===== src/sps_pkg.sv =====
`default_nettype none
package sps_pkg;

  // ----------------------------------------------------------------
  // position scale
  // ----------------------------------------------------------------
  localparam int unsigned TEETH_PER_REV = 80;
  localparam int unsigned COUNTS_PER_TOOTH = 32768;
  localparam int unsigned REV_COUNTS = COUNTS_PER_TOOTH * TEETH_PER_REV;
  localparam int unsigned DEG_UNITS_PER_REV = 36000;
  localparam int unsigned POS_W = 22;
  localparam int unsigned DEG_W = 16;
  // 36000 / 2621440 reduces exactly to 225 / 2**14
  localparam int unsigned DEG_MUL = 225;
  localparam int unsigned DEG_SHIFT = 14;
  localparam int unsigned DEG_PROD_W = POS_W + 8;
  localparam logic [POS_W-1:0] POS_MAX = POS_W'(REV_COUNTS - 1);
  localparam logic [POS_W-1:0] POS_ZERO = '0;

  // ----------------------------------------------------------------
  // low-pass filter adjustment
  // ----------------------------------------------------------------
  localparam int unsigned CUT_W = 16;
  localparam logic [CUT_W-1:0] FIRST_PLUS_HZ = 16'h03E8;
  localparam logic [CUT_W-1:0] CUT_RESET_HZ = 16'h00C8;
  localparam logic [CUT_W-1:0] STEP_RESET = 16'h0001;
  localparam logic [CUT_W-1:0] STEP_MAX = 16'h2710;
  localparam logic [CUT_W-1:0] STEP_FACTOR = 16'h000A;
  localparam logic [CUT_W-1:0] CUT_MAX = 16'hFFFF;

  // ----------------------------------------------------------------
  // register byte offsets
  // ----------------------------------------------------------------
  localparam logic [7:0] OFS_CTRL = 8'h00;
  localparam logic [7:0] OFS_UNLOCK = 8'h04;
  localparam logic [7:0] OFS_STATUS = 8'h08;
  localparam logic [7:0] OFS_POS_COUNT = 8'h0C;
  localparam logic [7:0] OFS_POS_DEG = 8'h10;
  localparam logic [7:0] OFS_SOFT_PLUS = 8'h14;
  localparam logic [7:0] OFS_SOFT_MINUS = 8'h18;
  localparam logic [7:0] OFS_PRI_LP = 8'h1C;
  localparam logic [7:0] OFS_SEC_LP = 8'h20;
  localparam logic [7:0] OFS_ADJ_KEY = 8'h24;
  localparam logic [7:0] OFS_ADJ_STEP = 8'h28;

  // ----------------------------------------------------------------
  // field positions
  // ----------------------------------------------------------------
  localparam int unsigned CTRL_FLIP_BIT = 0;
  localparam int unsigned ST_UNLOCKED_BIT = 0;
  localparam int unsigned ST_REFUSED_BIT = 1;
  localparam int unsigned ST_ADJ_BIT = 2;
  localparam int unsigned ST_SOFT_OT_BIT = 3;
  localparam int unsigned ST_ADJ_SEC_BIT = 4;
  localparam int unsigned KEY_START_PRI = 0;
  localparam int unsigned KEY_START_SEC = 1;
  localparam int unsigned KEY_PLUS = 2;
  localparam int unsigned KEY_MINUS = 3;
  localparam int unsigned KEY_SHIFT_PLUS = 4;
  localparam int unsigned KEY_STEP_REDUCE = 5;
  localparam int unsigned KEY_ENTER = 6;
  localparam int unsigned KEY_BACKSPACE = 7;

  // arbitrary unlock key value
  localparam logic [31:0] UNLOCK_KEY = 32'h5A5A_1234;

  typedef enum logic [0:0] {
    SPS_ADJ_IDLE = 1'b0,
    SPS_ADJ_RUN = 1'b1
  } sps_adj_state_t;

endpackage
`default_nettype wire


===== src/sps_deg_conv.sv =====
`timescale 1ns/1ps
`default_nettype none
module sps_deg_conv (
  // clock and reset
  input wire logic clk_i,
  input wire logic rst_i,
  // count in, degree out
  input wire logic [sps_pkg::POS_W-1:0] pos_i,
  output logic [sps_pkg::DEG_W-1:0] deg_o
);
  logic [sps_pkg::DEG_PROD_W-1:0] prod;
  logic [sps_pkg::DEG_W-1:0] deg_next;

  always_comb begin
    prod = sps_pkg::DEG_PROD_W'(pos_i) * sps_pkg::DEG_PROD_W'(sps_pkg::DEG_MUL);
    deg_next = sps_pkg::DEG_W'(prod >> sps_pkg::DEG_SHIFT);
  end

  always_ff @(posedge clk_i) begin
    if (rst_i) begin
      deg_o <= '0;
    end else begin
      deg_o <= deg_next;
    end
  end
endmodule
`default_nettype wire


===== src/sps_step_scale.sv =====
`timescale 1ns/1ps
`default_nettype none
module sps_step_scale (
  // current step and keys
  input wire logic [sps_pkg::CUT_W-1:0] step_i,
  input wire logic grow_i,
  input wire logic shrink_i,
  // new step
  output logic [sps_pkg::CUT_W-1:0] step_o
);
  logic [2*sps_pkg::CUT_W-1:0] grown;

  always_comb begin
    grown = (2*sps_pkg::CUT_W)'(step_i) * (2*sps_pkg::CUT_W)'(sps_pkg::STEP_FACTOR);
    step_o = step_i;
    if (grow_i) begin
      // capped so the step can never exceed the cutoff range
      if (grown > (2*sps_pkg::CUT_W)'(sps_pkg::STEP_MAX)) begin
        step_o = sps_pkg::STEP_MAX;
      end else begin
        step_o = sps_pkg::CUT_W'(grown);
      end
    end else if (shrink_i) begin
      if (step_i < sps_pkg::STEP_FACTOR) begin
        step_o = sps_pkg::STEP_RESET;
      end else begin
        step_o = step_i / sps_pkg::STEP_FACTOR;
      end
    end
  end
endmodule
`default_nettype wire


===== src/sps_top.sv =====
`timescale 1ns/1ps
`default_nettype none
module sps_top (
  // clock and reset
  input wire logic clk_i,
  input wire logic rst_i,
  // wishbone slave
  input wire logic wb_cyc_i,
  input wire logic wb_stb_i,
  input wire logic wb_we_i,
  input wire logic [7:0] wb_adr_i,
  input wire logic [31:0] wb_dat_i,
  input wire logic [3:0] wb_sel_i,
  output logic [31:0] wb_dat_o,
  output logic wb_ack_o,
  // sensor count pulses, physical direction
  input wire logic sens_cw_i,
  input wire logic sens_ccw_i,
  // commanded motion, scale direction
  input wire logic cmd_plus_i,
  input wire logic cmd_minus_i,
  // hardware over-travel inputs
  input wire logic plus_limit_input_i,
  input wire logic minus_limit_input_i,
  // motor drive, physical direction
  output logic drive_cw_o,
  output logic drive_ccw_o,
  // position feedback quadrature
  output logic fb_a_o,
  output logic fb_b_o,
  // filter cutoffs in use
  output logic [sps_pkg::CUT_W-1:0] primary_lowpass_cutoff_o,
  output logic [sps_pkg::CUT_W-1:0] secondary_lowpass_cutoff_o
);

  // ----------------------------------------------------------------
  // helpers
  // ----------------------------------------------------------------
  function automatic logic [31:0] sps_merge(input logic [31:0] old_v, input logic [31:0] new_v,
                                            input logic [3:0] sel);
    logic [31:0] r;
    r = old_v;
    for (int i = 0; i < 4; i++) begin
      if (sel[i]) begin
        r[8*i +: 8] = new_v[8*i +: 8];
      end
    end
    return r;
  endfunction

  function automatic logic sps_hit(input logic [7:0] adr, input logic [7:0] ofs);
    return adr == ofs;
  endfunction

  // ----------------------------------------------------------------
  // bus strobes
  // ----------------------------------------------------------------
  logic ack_reg, ack_next;
  logic [31:0] rdat_reg, rdat_next;
  logic req;
  logic wr;
  logic [31:0] wval;

  // one strobe per request: the access acts in the cycle ack is raised
  assign req = wb_cyc_i && wb_stb_i && !ack_reg;
  assign wr = req && wb_we_i;

  // ----------------------------------------------------------------
  // configuration registers
  // ----------------------------------------------------------------
  logic flip_reg, flip_next;
  logic unlocked_reg, unlocked_next;
  logic refused_reg, refused_next;
  logic [sps_pkg::POS_W-1:0] soft_plus_reg, soft_plus_next;
  logic [sps_pkg::POS_W-1:0] soft_minus_reg, soft_minus_next;
  logic [sps_pkg::CUT_W-1:0] pri_reg, pri_next;
  logic [sps_pkg::CUT_W-1:0] sec_reg, sec_next;
  logic [31:0] soft_plus_w, soft_minus_w;
  logic [7:0] keys;

  assign soft_plus_w = sps_merge(32'(soft_plus_reg), wb_dat_i, wb_sel_i);
  assign soft_minus_w = sps_merge(32'(soft_minus_reg), wb_dat_i, wb_sel_i);
  assign wval = sps_merge(32'h0000_0000, wb_dat_i, wb_sel_i);
  assign keys = (wr && sps_hit(wb_adr_i, sps_pkg::OFS_ADJ_KEY)) ? wval[7:0] : 8'h00;

  // ----------------------------------------------------------------
  // adjustment state
  // ----------------------------------------------------------------
  sps_pkg::sps_adj_state_t adj_reg, adj_next;
  logic adj_sec_reg, adj_sec_next;
  logic first_reg, first_next;
  logic [sps_pkg::CUT_W-1:0] work_reg, work_next;
  logic [sps_pkg::CUT_W-1:0] orig_reg, orig_next;
  logic [sps_pkg::CUT_W-1:0] step_reg, step_next;
  logic [sps_pkg::CUT_W-1:0] step_scaled;
  logic [sps_pkg::CUT_W:0] work_sum;

  sps_step_scale u_step (
    .step_i(step_reg),
    .grow_i(keys[sps_pkg::KEY_SHIFT_PLUS]),
    .shrink_i(keys[sps_pkg::KEY_STEP_REDUCE]),
    .step_o(step_scaled)
  );

  assign work_sum = {1'b0, work_reg} + {1'b0, step_reg};

  always_comb begin
    flip_next = flip_reg;
    unlocked_next = unlocked_reg;
    refused_next = refused_reg;
    soft_plus_next = soft_plus_reg;
    soft_minus_next = soft_minus_reg;
    pri_next = pri_reg;
    sec_next = sec_reg;
    adj_next = adj_reg;
    adj_sec_next = adj_sec_reg;
    first_next = first_reg;
    work_next = work_reg;
    orig_next = orig_reg;
    step_next = step_reg;
    if (wr) begin
      unique case (wb_adr_i)
        sps_pkg::OFS_UNLOCK: begin
          unlocked_next = (wval == sps_pkg::UNLOCK_KEY);
        end
        sps_pkg::OFS_CTRL: begin
          if (wb_sel_i[0]) begin
            if (unlocked_reg) begin
              flip_next = wb_dat_i[sps_pkg::CTRL_FLIP_BIT];
              unlocked_next = 1'b0;
            end else begin
              refused_next = 1'b1;
            end
          end
        end
        sps_pkg::OFS_STATUS: begin
          if (wval[sps_pkg::ST_REFUSED_BIT]) begin
            refused_next = 1'b0;
          end
        end
        sps_pkg::OFS_SOFT_PLUS: begin
          if (soft_plus_w <= 32'(sps_pkg::POS_MAX)) begin
            soft_plus_next = sps_pkg::POS_W'(soft_plus_w);
          end else begin
            refused_next = 1'b1;
          end
        end
        sps_pkg::OFS_SOFT_MINUS: begin
          if (soft_minus_w <= 32'(sps_pkg::POS_MAX)) begin
            soft_minus_next = sps_pkg::POS_W'(soft_minus_w);
          end else begin
            refused_next = 1'b1;
          end
        end
        sps_pkg::OFS_PRI_LP: begin
          // direct writes are ignored while either adjustment, primary or secondary, is running
          if (adj_reg == sps_pkg::SPS_ADJ_IDLE) begin
            pri_next = sps_pkg::CUT_W'(sps_merge(32'(pri_reg), wb_dat_i, wb_sel_i));
          end
        end
        sps_pkg::OFS_SEC_LP: begin
          if (adj_reg == sps_pkg::SPS_ADJ_IDLE) begin
            sec_next = sps_pkg::CUT_W'(sps_merge(32'(sec_reg), wb_dat_i, wb_sel_i));
          end
        end
        default: begin
        end
      endcase
    end
    unique case (adj_reg)
      sps_pkg::SPS_ADJ_IDLE: begin
        if (keys[sps_pkg::KEY_START_PRI] || keys[sps_pkg::KEY_START_SEC]) begin
          adj_next = sps_pkg::SPS_ADJ_RUN;
          adj_sec_next = !keys[sps_pkg::KEY_START_PRI];
          first_next = 1'b1;
          step_next = sps_pkg::STEP_RESET;
          work_next = keys[sps_pkg::KEY_START_PRI] ? pri_reg : sec_reg;
          orig_next = keys[sps_pkg::KEY_START_PRI] ? pri_reg : sec_reg;
        end
      end
      sps_pkg::SPS_ADJ_RUN: begin
        step_next = step_scaled;
        if (keys[sps_pkg::KEY_ENTER]) begin
          adj_next = sps_pkg::SPS_ADJ_IDLE;
          if (adj_sec_reg) begin
            sec_next = work_reg;
          end else begin
            pri_next = work_reg;
          end
        end else if (keys[sps_pkg::KEY_BACKSPACE]) begin
          adj_next = sps_pkg::SPS_ADJ_IDLE;
          work_next = orig_reg;
        end else if (keys[sps_pkg::KEY_PLUS]) begin
          first_next = 1'b0;
          if (first_reg && !adj_sec_reg) begin
            work_next = sps_pkg::FIRST_PLUS_HZ;
          end else if (work_sum[sps_pkg::CUT_W]) begin
            work_next = sps_pkg::CUT_MAX;
          end else begin
            work_next = work_sum[sps_pkg::CUT_W-1:0];
          end
        end else if (keys[sps_pkg::KEY_MINUS]) begin
          first_next = 1'b0;
          // floor at STEP_RESET keeps the cutoff above zero hertz
          work_next = (work_reg > step_reg) ? work_reg - step_reg : sps_pkg::STEP_RESET;
        end
      end
    endcase
    // a new event outranks a software clear in the same cycle
    if (wr && sps_hit(wb_adr_i, sps_pkg::OFS_CTRL) && wb_sel_i[0] && !unlocked_reg) begin
      refused_next = 1'b1;
    end
  end

  always_ff @(posedge clk_i) begin
    if (rst_i) begin
      flip_reg <= 1'b0;
      unlocked_reg <= 1'b0;
      refused_reg <= 1'b0;
      soft_plus_reg <= sps_pkg::POS_ZERO;
      soft_minus_reg <= sps_pkg::POS_ZERO;
      pri_reg <= sps_pkg::CUT_RESET_HZ;
      sec_reg <= sps_pkg::CUT_RESET_HZ;
      adj_reg <= sps_pkg::SPS_ADJ_IDLE;
      adj_sec_reg <= 1'b0;
      first_reg <= 1'b0;
      work_reg <= sps_pkg::CUT_RESET_HZ;
      orig_reg <= sps_pkg::CUT_RESET_HZ;
      step_reg <= sps_pkg::STEP_RESET;
    end else begin
      flip_reg <= flip_next;
      unlocked_reg <= unlocked_next;
      refused_reg <= refused_next;
      soft_plus_reg <= soft_plus_next;
      soft_minus_reg <= soft_minus_next;
      pri_reg <= pri_next;
      sec_reg <= sec_next;
      adj_reg <= adj_next;
      adj_sec_reg <= adj_sec_next;
      first_reg <= first_next;
      work_reg <= work_next;
      orig_reg <= orig_next;
      step_reg <= step_next;
    end
  end

  // ----------------------------------------------------------------
  // position count and feedback
  // ----------------------------------------------------------------
  logic [sps_pkg::POS_W-1:0] pos_reg, pos_next;
  logic [1:0] quad_reg, quad_next;
  logic phys_cw, phys_ccw, cnt_up, cnt_dn;
  logic [sps_pkg::DEG_W-1:0] deg_val;

  assign phys_cw = sens_cw_i && !sens_ccw_i;
  assign phys_ccw = sens_ccw_i && !sens_cw_i;
  assign cnt_up = flip_reg ? phys_ccw : phys_cw;
  assign cnt_dn = flip_reg ? phys_cw : phys_ccw;

  always_comb begin
    pos_next = pos_reg;
    if (cnt_up) begin
      pos_next = (pos_reg == sps_pkg::POS_MAX) ? sps_pkg::POS_ZERO : pos_reg + 1'b1;
    end else if (cnt_dn) begin
      pos_next = (pos_reg == sps_pkg::POS_ZERO) ? sps_pkg::POS_MAX : pos_reg - 1'b1;
    end
    // gray sequence follows the shaft, never the scale sense
    quad_next = quad_reg;
    if (phys_cw) begin
      quad_next = {quad_reg[0], ~quad_reg[1]};
    end else if (phys_ccw) begin
      quad_next = {~quad_reg[0], quad_reg[1]};
    end
  end

  always_ff @(posedge clk_i) begin
    if (rst_i) begin
      pos_reg <= sps_pkg::POS_ZERO;
      quad_reg <= 2'h0;
    end else begin
      pos_reg <= pos_next;
      quad_reg <= quad_next;
    end
  end

  sps_deg_conv u_deg (
    .clk_i(clk_i),
    .rst_i(rst_i),
    .pos_i(pos_reg),
    .deg_o(deg_val)
  );

  // ----------------------------------------------------------------
  // motion gating
  // ----------------------------------------------------------------
  logic soft_en, soft_ot;
  logic want_cw, want_ccw, soft_blk_plus;
  logic cw_reg, cw_next, ccw_reg, ccw_next;

  // off-limits area runs upward from the plus limit to the minus limit
  assign soft_en = soft_plus_reg != soft_minus_reg;
  assign soft_ot = soft_en && ((soft_plus_reg < soft_minus_reg) ?
                   (pos_reg >= soft_plus_reg && pos_reg <= soft_minus_reg) :
                   (pos_reg >= soft_plus_reg || pos_reg <= soft_minus_reg));
  // inside the area only motion back out toward minus is allowed
  assign soft_blk_plus = soft_ot;

  always_comb begin
    want_cw = 1'b0;
    want_ccw = 1'b0;
    if (cmd_plus_i && !cmd_minus_i && !soft_blk_plus) begin
      want_cw = !flip_reg;
      want_ccw = flip_reg;
    end else if (cmd_minus_i && !cmd_plus_i) begin
      want_cw = flip_reg;
      want_ccw = !flip_reg;
    end
    cw_next = want_cw && !plus_limit_input_i;
    ccw_next = want_ccw && !minus_limit_input_i;
  end

  always_ff @(posedge clk_i) begin
    if (rst_i) begin
      cw_reg <= 1'b0;
      ccw_reg <= 1'b0;
    end else begin
      cw_reg <= cw_next;
      ccw_reg <= ccw_next;
    end
  end

  // ----------------------------------------------------------------
  // read path
  // ----------------------------------------------------------------
  always_comb begin
    ack_next = req;
    rdat_next = rdat_reg;
    if (req && !wb_we_i) begin
      unique case (wb_adr_i)
        sps_pkg::OFS_CTRL: rdat_next = 32'(flip_reg);
        sps_pkg::OFS_STATUS: begin
          rdat_next = 32'h0000_0000;
          rdat_next[sps_pkg::ST_UNLOCKED_BIT] = unlocked_reg;
          rdat_next[sps_pkg::ST_REFUSED_BIT] = refused_reg;
          rdat_next[sps_pkg::ST_ADJ_BIT] = adj_reg == sps_pkg::SPS_ADJ_RUN;
          rdat_next[sps_pkg::ST_SOFT_OT_BIT] = soft_ot;
          rdat_next[sps_pkg::ST_ADJ_SEC_BIT] = adj_sec_reg;
        end
        sps_pkg::OFS_POS_COUNT: rdat_next = 32'(pos_reg);
        sps_pkg::OFS_POS_DEG: rdat_next = 32'(deg_val);
        sps_pkg::OFS_SOFT_PLUS: rdat_next = 32'(soft_plus_reg);
        sps_pkg::OFS_SOFT_MINUS: rdat_next = 32'(soft_minus_reg);
        sps_pkg::OFS_PRI_LP: rdat_next = 32'(pri_reg);
        sps_pkg::OFS_SEC_LP: rdat_next = 32'(sec_reg);
        sps_pkg::OFS_ADJ_STEP: rdat_next = 32'(step_reg);
        default: rdat_next = 32'h0000_0000;
      endcase
    end
  end

  always_ff @(posedge clk_i) begin
    if (rst_i) begin
      ack_reg <= 1'b0;
      rdat_reg <= 32'h0000_0000;
    end else begin
      ack_reg <= ack_next;
      rdat_reg <= rdat_next;
    end
  end

  // ----------------------------------------------------------------
  // outputs
  // ----------------------------------------------------------------
  logic [sps_pkg::CUT_W-1:0] pri_out_reg, sec_out_reg;

  // the filters track the working value live while adjusting
  always_ff @(posedge clk_i) begin
    if (rst_i) begin
      pri_out_reg <= sps_pkg::CUT_RESET_HZ;
      sec_out_reg <= sps_pkg::CUT_RESET_HZ;
    end else begin
      pri_out_reg <= (adj_next == sps_pkg::SPS_ADJ_RUN && !adj_sec_next) ? work_next : pri_next;
      sec_out_reg <= (adj_next == sps_pkg::SPS_ADJ_RUN && adj_sec_next) ? work_next : sec_next;
    end
  end

  assign wb_ack_o = ack_reg;
  assign wb_dat_o = rdat_reg;
  assign drive_cw_o = cw_reg;
  assign drive_ccw_o = ccw_reg;
  assign fb_a_o = quad_reg[1];
  assign fb_b_o = quad_reg[0];
  assign primary_lowpass_cutoff_o = pri_out_reg;
  assign secondary_lowpass_cutoff_o = sec_out_reg;

endmodule
`default_nettype wire


===== config.mk =====
export PLATFORM = sky130hd
export DESIGN_NAME = sps_top
export DESIGN_NICKNAME = d
export VERILOG_FILES = /design/src/sps_pkg.sv /design/src/sps_deg_conv.sv /design/src/sps_step_scale.sv /design/src/sps_top.sv
export SDC_FILE = /design/constraint.sdc
export NUM_CORES = 1
export LEC_CHECK = 0
export ABC_AREA = 1
export BUFFER_PORTS_ARGS = -buffer_cell sky130_fd_sc_hd__buf_2
export CORE_ASPECT_RATIO = 2
export CORE_MARGIN = 8
export CORE_UTILIZATION = 60
export CTS_CLUSTER_DIAMETER = 50
export DETAILED_ROUTE_END_ITERATION = 6
export PLACE_DENSITY = 0.9
export SKIP_CTS_REPAIR_TIMING = 1
export SLEW_MARGIN = 20
export SYNTH_ARGS = -nofsm -noshare
export SYNTH_HDL_FRONTEND = slang
export SYNTH_SLANG_ARGS = --single-unit

===== constraint.sdc =====
create_clock -name clk_i -period 9.1 [get_ports clk_i]
set_input_delay 0.91 -clock clk_i [delete_from_list [all_inputs] [get_ports clk_i]]
set_output_delay 0.91 -clock clk_i [all_outputs]
set_load 0.05 [all_outputs]

Yosys cells after proc, flatten, opt, wreduce, memory -nomap -nowiden --
Index checks and enable logic that the tools add are counted.
Word-level totals: bits in registers 237, latch bits 0, RAM bits 0, memory bits (read-only) 0, input port bits 55, output and inout port bits 69, logic and storage cells 196, memories kept 0
Operators by class: add/subtract/negate cells 4, multiply operators 2, div/mod/pow operators 1, order comparisons 8, equality and inequality tests 24, shifts and indexed selects 0, muxes and demuxes 81, bitwise gates (word level) 3, reductions and logical operators 51
Operators by type and width (count):
- 16-bit two-way mux | 28
- 22-bit case mux with 9 select lines | 1
- 8-bit two-way mux | 15
- 22-bit two-way mux | 4
- 32-bit by 22-bit less-or-equal comparator with 1-bit output, second input constant | 2
- 16-bit case mux with 2 select lines | 2
- 32-bit by 31-bit equality test with 1-bit output, second input constant | 1
- 8-bit by 5-bit equality test with 1-bit output, second input constant | 4
- 22-bit by 8-bit multiplier with 30-bit output, second input constant | 1
- 1-bit two-way mux | 25
- 8-bit by 6-bit equality test with 1-bit output, second input constant | 3
- 22-bit by 1-bit adder with 22-bit output, second input constant | 1
- 22-bit equality test, second input constant | 1
- 22-bit >= comparator | 1
- 22-bit less-or-equal comparator | 1
- 22-bit logical NOT | 1
- 22-bit < comparator | 1
- 22-bit inequality test | 1
- 22-bit by 1-bit subtractor with 22-bit output, second input constant | 1
- 20-bit by 14-bit greater-than comparator with 1-bit output, second input constant | 1
- 1-bit logical AND | 20
- 16-bit by 3-bit multiplier with 19-bit output, second input constant | 1
- 16-bit by 16-bit adder with 17-bit output | 1
- 16-bit by 4-bit divider with 16-bit output, second input constant | 1
- other kinds (22) | 56

Depth between registers and ports, before layout --
Gate-level depths: netlist (run 1).
depth in word-level cells 11, depth in mapped cells 54, mapped depth without buffers 53

Modules after synthesis --
A second synthesis (run 1) with hierarchy kept.
Second synthesis, totals: cells, all modules 3232, area total of the unflattened synthesis 20683.6 um2
By module, submodules not included:
- sps_top | times used 1, cells each 2421, area each 15093.2 um2, seq. area each 4224.1 um2
- sps_deg_conv | times used 1, cells each 452, area each 3417.0 um2, seq. area each 320.3 um2
- sps_step_scale | times used 1, cells each 359, area each 2173.3 um2, seq. area each 0.0 um2

Least setup slack after synthesis (run 1) --
OpenSTA, ideal clock, no wires.
kind register to register, start point reg pos_reg[2] in the netlist's numbering, end point reg u_deg.deg_o[14] in the netlist's numbering, setup time 119 ps, data arrival time 5228 ps, required time 8981 ps, path slack 3753 ps, cell stages (with the launch flop) 34, path buffers 0, period minus slack after synthesis 5347 ps, cell sequence dfxtp_1 -> fa_1 -> ha_1 -> inv_1 -> fa_1 -> inv_1 -> ha_1 -> ha_1 -> nand2_1 -> nor3_1 -> a21oi_1 -> o221a_2 -> inv_1 -> a21oi_1 -> nor2_1 -> o21a_1 -> nor2_1 -> inv_1 -> nand2_1 -> inv_1 -> o21a_1 -> o21a_1 -> o21a_1 -> o21a_1 -> nor2_1 -> o21ai_0 -> nand2_1 -> inv_1 -> or2_2 -> and3_1 -> nand2_1 -> nand2_1 -> o21ai_0 -> a21oi_1
Between the ends: longest elaborated chain between the ends 1
Ends and longest elaborated chain:
- from (decl) | line sps_top.sv:250 | logic [sps_pkg::POS_W-1:0] pos_reg, pos_next;
- from (signal assigned) | line sps_top.sv:278 | pos_reg <= sps_pkg::POS_ZERO;
- from (signal assigned) | line sps_top.sv:281 | pos_reg <= pos_next;
- 22-bit by 8-bit multiplier with 30-bit output | line sps_deg_conv.sv:15 | prod = sps_pkg::DEG_PROD_W'(pos_i) * sps_pkg::DEG_PROD_W'(sps_pkg::DEG_MUL);
- to (signal assigned) | line sps_deg_conv.sv:23 | deg_o <= deg_next;
- to (decl) | line sps_deg_conv.sv:9 | output logic [sps_pkg::DEG_W-1:0] deg_o
Every way passes these cells. A chain may end at the register's enable or synchronous reset.

Final worst setup path (run 1) --
start point reg pos_reg[7] in the netlist's numbering, end point reg u_deg.deg_o[14] in the netlist's numbering
Same word-level chain as after synthesis.

==> reports/metrics.yaml, run 1 <==
pwr:
  seqPwrFrac: 0.398
  p_int_uw: 1838
  swShare: 0.3267
  pwr-share-clk: 0.376
  p_switching_uw: 891.7
  vdd_drop_max_mv: 0.1596
  power_density_mw_per_mm2: 135.3
  combPwrFrac: 0.226
  p_leak_uw: 0.01016
placement:
  place_hpwl_um: 47170
  io_buffers: 113
  gp_congestion: 1.076
logic_synthesis:
  yosysSeqAreaShare: 0.2445
  ys_warn_count: 0
  synth_edf_count: 0
  synth_ff_type: "dfxtp_1"
  syn_area_per_cell_um2: 7.115
  synthesis.area_mm2: 0.01859
  syn_inst: 2612
  ys_async_sr_fraction: 0
  ys_types: 56
  ys_ff_latch: 227
detailed_routing:
  drc: 0
  dr.pass1.iters: 6
  num_vias: 18915
  routed_wl_um: 61730
  vias_per_cell: 6.165
  ant_nets: 0
  wl_per_cell_um: 20.12
  drt_iter0_markers: 2053
sta:
  hold_violations: 0
  fin_crit_sh: 0.6523
  rsz0062_at_grt: "false"
  max_freq_mhz: 168.5
  period_needed_ps: 5936
  slew_violations: 0
  whs_ps: 464.2
  final.setup_skew_ps: 18.04
  slew_headroom: 0.3101
  fin_setup_tns_ps: 0
  setup_viol: 0
  tightestPinTransition_ps: 1034
global_route:
  grt_usage: 0.3223
  use_met2: 0.4914
  use_met1: 0.4130
  grt_pass1_vias: 17786
  grt_overflow: 0
  grt_max_degree: 72
  top_usage_layer: "met2"
  antenna_found_initial: 1
  grt_first_pass_wirelength_um: 96140
  met3_usage: 0.07243
critical_path:
  end_kind: "register"
  crit_fanout: 10
  cp.arrival_ps: 6360
  worstSetupPathType: "reg -> reg"
  slowest_stage: "dfxtp_1"
  cp-start-kind: "register"
  worst_path_most_repeated_cell: "inv_1"
  required_ps: 9530
  max_stage_delay_ps: 680
run_status:
  status: "complete, no violations"
cts:
  cts_buffer_depth: 3
  clk_latency_ps: 540
  clkSinkCount: 227
  cts_tree: "done"
  cts_buffers: 23
  root_buffer: "clkbuf_16"
  clk_pin_slew_worst_paths_ps: 70
  htreeDepth: 1
floorplanning:
  die_area_mm2: 0.03721
  rows: 91
  die_w_um: 140.5
  chipHeight_um: 264.9
  core_mm2: 0.03063
  ios: 124
  start_util: 0.6068
cells_and_area:
  multi_input_area_mm2: 0.01209
  ff_latch_area_mm2: 0.004544
  fillers: 2670
  diodes: 0
  nets: 3020
  drive_gt1_frac: 0.08642
  syn_to_final_growth_pct: 8.536
worst_hold_path:
  hold_path.class: "reg -> reg"
flow_run:
  cap_violations: 0
[critical path: cells and delay by family, from the launching register on]
kind | cells | cell delay, ps
AOI/OAI and AO/OA | 11 | 1910
adders and majority gates | 5 | 1940
buffers and inverters | 6 | 310
and+or+nand+nor | 9 | 980
DFF | 1 | 680
[final timing paths]
kind	start	to	slack (ps)	cells after the start
worst max-delay path	pos_reg[7]	u_deg.deg_o[14]	3160	31
worst min-delay path	wb_dat_o[17]	wb_dat_o[17]	460	2
worst max register to register	pos_reg[7]	u_deg.deg_o[14]	3160	31
worst min register to register	wb_dat_o[17]	wb_dat_o[17]	460	2
[power by group through the flow]
stage / sequential, µW / clock [µW] / combinational (µW)
2_1_floorplan: 1090 / 0 / 441
3_3_place_gp: 1110 / 0 / 572
3_5_place_dp: 1110 / 0 / 598
4_1_cts: 1080 / 1030 / 606
5_1_grt: 1090 / 1060 / 703
6_report: 1090 / 1030 / 617
[synthesized netlist by cell type (12+ instances only)]
cell,number,area share
a21oi_1,278,0.075
o31ai_1,16,0.0065
a221oi_1,17,0.0080
fa_1,38,0.041
xor2_1,54,0.025
dfxtp_1,227,0.24
nand3_1,77,0.021
clkbuf_1,78,0.016
nand2_2,21,0.0071
ha_1,247,0.17
nor3_1,43,0.012
o221ai_1,13,0.0061
inv_1,407,0.082
o22ai_1,33,0.011
inv_2,16,0.0032
nor2_1,180,0.036
o21ai_0,217,0.058
buf_4,12,0.0048
nand2_1,399,0.081
nand4_1,30,0.010
o211ai_1,74,0.030
[placed cells by master, fill, tap and decap left out, types with 5 or more instances in the layout]
| cell | synthesis | final |
|---|---|---|
| inv_1 | 407 | 407 |
| nand2_1 | 399 | 399 |
| a21oi_1 | 278 | 278 |
| ha_1 | 247 | 247 |
| dfxtp_1 | 227 | 227 |
| o21ai_0 | 217 | 216 |
| nor2_1 | 180 | 180 |
| buf_2 | 0 | 112 |
| nand3_1 | 77 | 77 |
| o211ai_1 | 74 | 74 |
| xor2_1 | 54 | 54 |
| nor3_1 | 43 | 42 |
| fa_1 | 38 | 38 |
| o22ai_1 | 33 | 33 |
| nand4_1 | 30 | 30 |
| clkbuf_16 | 0 | 23 |
| nand2_2 | 21 | 21 |
| a221oi_1 | 17 | 17 |
| inv_2 | 16 | 16 |
| o31ai_1 | 16 | 16 |
| buf_4 | 12 | 15 |
| o221ai_1 | 13 | 13 |
| nor4_1 | 11 | 11 |
| o21bai_1 | 11 | 11 |
| conb_1 | 1 | 10 |
| or2_2 | 9 | 9 |
| o21a_1 | 9 | 9 |
| nand3_2 | 9 | 9 |
| xnor2_1 | 8 | 8 |
| o21ai_1 | 8 | 8 |
| a31oi_1 | 7 | 7 |
| a21o_1 | 7 | 7 |
| o2111ai_1 | 6 | 6 |
| clkinv_1 | 5 | 5 |
| a2111oi_0 | 6 | 5 |
| o311ai_0 | 5 | 5 |
| clkbuf_8 | 0 | 5 |
[cell type report]
cell class	instances	area share
clock inverter	12	0.007133
clock buffer	29	0.03213
multi-input combinational	1873	0.5994
inverter	428	0.07964
tap	372	0.02307
sequential	227	0.2253
timing repair buffer	127	0.03337
[per-stage QoR]
stage / std cells / setup WS [ps] / total power (µW) / area [µm²] / util
after floorplan: 2621 / 3753 / 1533 / 18620 / -
after global placement: 3027 / 3320 / 1678 / 19380 / 0.6327
after detailed placement: 3027 / 3232 / 1704 / 19380 / 0.6327
after CTS: 3068 / 3224 / 2717 / 20170 / 0.6586
after global routing: 3068 / 2724 / 2851 / 20170 / 0.6586
final: 3068 / 3164 / 2729 / 20170 / 0.6586
[metal layers]
layer	share of wire	routed length, µm	vias up
li1	-	-	8916
met1	0.40	24910	8691
met2	0.43	26340	1079
met3	0.11	6562	227
met4	0.063	3905	2
met5	0.00021	13	-
[kinds of logic after synthesis]
logic type | synth area share
and+or+nand+nor | 0.1848
AOI/OAI and AO/OA | 0.2259
buffers and inverters | 0.1076
adders and majority gates | 0.2078
DFF | 0.2445
xor gates and xnor gates | 0.02922
other | 0.0002018
Power figures use the tool's default switching activity.
==> inputs of run 2 (changes only) <==
- CORE_UTILIZATION: 60 -> 57
- clock period: 9.1 -> 5.3 ns (I/O delays scaled with it)
==> reports/metrics.yaml, run 2 (synthesis gave the netlist of run 1 again) <==
cells_and_area:
  drive_gt1_frac: 0.1270  # +0.04061
  final_common_cell: "inv_1"
  mostFrequentLayoutCells: "inv_1, nand2_1, a21oi_1, ha_1, dfxtp_1"
  stdcell_area_mm2: 0.02100  # +4.1%
  syn_to_final_growth_pct: 12.97
  nets: 3087  # +2.2%
cts:
  clk_latency_ps: 580  # +40 ps
  cts_buffers: 24  # +4.3%
  root_buffer: "clkbuf_16"
  clk_pin_slew_worst_paths_ps: 70  # about the same
  cts_tree: "done"
  cts_buffer_depth: 3  # unchanged
  htreeDepth: 1  # unchanged
  clkSinkCount: 227  # unchanged
sta:
  slew_violations: 0  # unchanged
  whs_ps: 129.9  # -334.3 ps
  setup_viol: 5  # +5
  final.setup_skew_ps: 43.30  # +25.27 ps
  max_freq_mhz: 180.4  # +7.1%
  tightestPinTransition_ps: 1145  # +111.7 ps
  slew_headroom: 0.2336  # -0.07650
  fin_crit_sh: 1.046  # +0.3936
  hold_violations: 0  # unchanged
  period_needed_ps: 5543  # -392.5 ps
  rsz0062_at_grt: "true"
  setup_ws_ps: -243.2  # -3408 ps
floorplanning:
  die_area_mm2: 0.03899  # +4.8%
  ios: 124  # unchanged
  core_mm2: 0.03212  # +4.9%
  die_w_um: 143.7  # +2.3%
  rows: 93  # +2.2%
  start_util: 0.5787  # -0.02811
  chipHeight_um: 271.4  # +2.4%
critical_path:
  slowest_stage: "fa_1"
  end_kind: "register"
  cp.arrival_ps: 6000  # -360 ps
  worst_path_most_repeated_cell: "o21a_1"
  max_stage_delay_ps: 520  # -160 ps
  required_ps: 5760  # -3770 ps
  cp-start-kind: "register"
  crit_fanout: 4  # -6
  worstSetupPathType: "reg -> reg"
placement:
  placed_cell_area_mm2: 0.01985  # +2.4%
  dp_slack_ps: -278.8  # -3511 ps
  place_hpwl_um: 56360  # +19%
  io_buffers: 113  # unchanged
  gp_congestion: 1.128  # +4.8%
detailed_routing:
  ant_nets: 0  # unchanged
  num_vias: 20007  # +5.8%
  routed_wl_um: 73530  # +19%
  drt_iter0_markers: 1620  # -21%
  wl_per_cell_um: 23.03  # +14%
  drc: 0  # unchanged
  vias_per_cell: 6.266  # +1.6%
  dr.pass1.iters: 7  # +1
pwr:
  p_total_uw: 4928  # +81%
  vdd_drop_max_mv: 0.2984  # +87%
  power_density_mw_per_mm2: 234.7  # +73%
  p_leak_uw: 0.01058  # +4.1%
flow_run:
  cap_violations: 0  # unchanged
worst_hold_path:
  hold_path.class: "in -> reg"
run_status:
  status: "finished, violations left"
  failed_checks: "setup timing"
global_route:
  grt_pass1_vias: 20357  # +14%
  grt_max_degree: 99  # +38%
  grt_first_pass_wirelength_um: 110900  # +15%
  grt_overflow: 0  # unchanged
  antenna_found_initial: 5  # +4
  grt_usage: 0.3732  # +0.05096
[run 2: cell types whose count changed in the layout (fill, tap and decap cells not counted), moves of 6 or more]
cell and change:
o21ai_0 -8, nand2_1 -10, dfxtp_2 +6, nor2_2 +7, nand2_2 +6, dfxtp_1 -9
buf_4 +62, nor2_1 -7
[run 2: critical path, delay by kind of cell, from the launching register on]
family	cells	cell delay, ps
AOI/OAI and AO/OA	11	1810
buffers and inverters	6	260
DFF	1	360
adders and majority gates	5	1820
and+or+nand+nor	11	1170
[run 2: through the flow]
stage          utilization  instances  setup TNS (ps)
5_1_grt             0.6535       3190           -2553
3_3_place_gp        0.6179       3135          -573.1
2_1_floorplan            -       2621               0
6_report            0.6537       3193          -867.6
3_5_place_dp        0.6179       3135          -983.2
4_1_cts             0.6431       3177          -977.1
[run 2: path summary, 6_finish.rpt]
path | from | end | slack (ps) | cells after the start
min reg2reg | first_reg | first_reg | 460 | 2
max reg2reg | pos_reg[3] | u_deg.deg_o[14] | -240 | 33
min | minus_limit_input_i | drive_ccw_o | 130 | 2
max | pos_reg[3] | u_deg.deg_o[14] | -240 | 33
[run 2: cell type report]
cell class / count / area (µm²)
Inverter: 428 / 1612
Fill cell: 2849 / 11120
Multi-Input combinational cell: 1873 / 12290
Tap cell: 427 / 534.3
Clock inverter: 11 / 142.6
Sequential cell: 227 / 4563
Timing Repair Buffer: 193 / 1184
Antenna cell: 3 / 7.507
Clock buffer: 31 / 666.9
[run 2: where the power goes]
part | internal (µW) | switching [µW] | leakage, µW
registers | 1770 | 66.5 | 0.00184
logic | 484 | 829 | 0.00834
clock network | 997 | 781 | 0.000393
total | 3250 | 1680 | 0.0106
[run 2: metal layers]
layer / vias to the layer above / global-route usage / part of all wire
li1: 9062 / - / -
met1: 9240 / 0.3270 / 0.30
met2: 1173 / 0.6610 / 0.51
met3: 528 / 0.08141 / 0.073
met4: 4 / 0.3944 / 0.12
met5: - / 0 / 0.00031
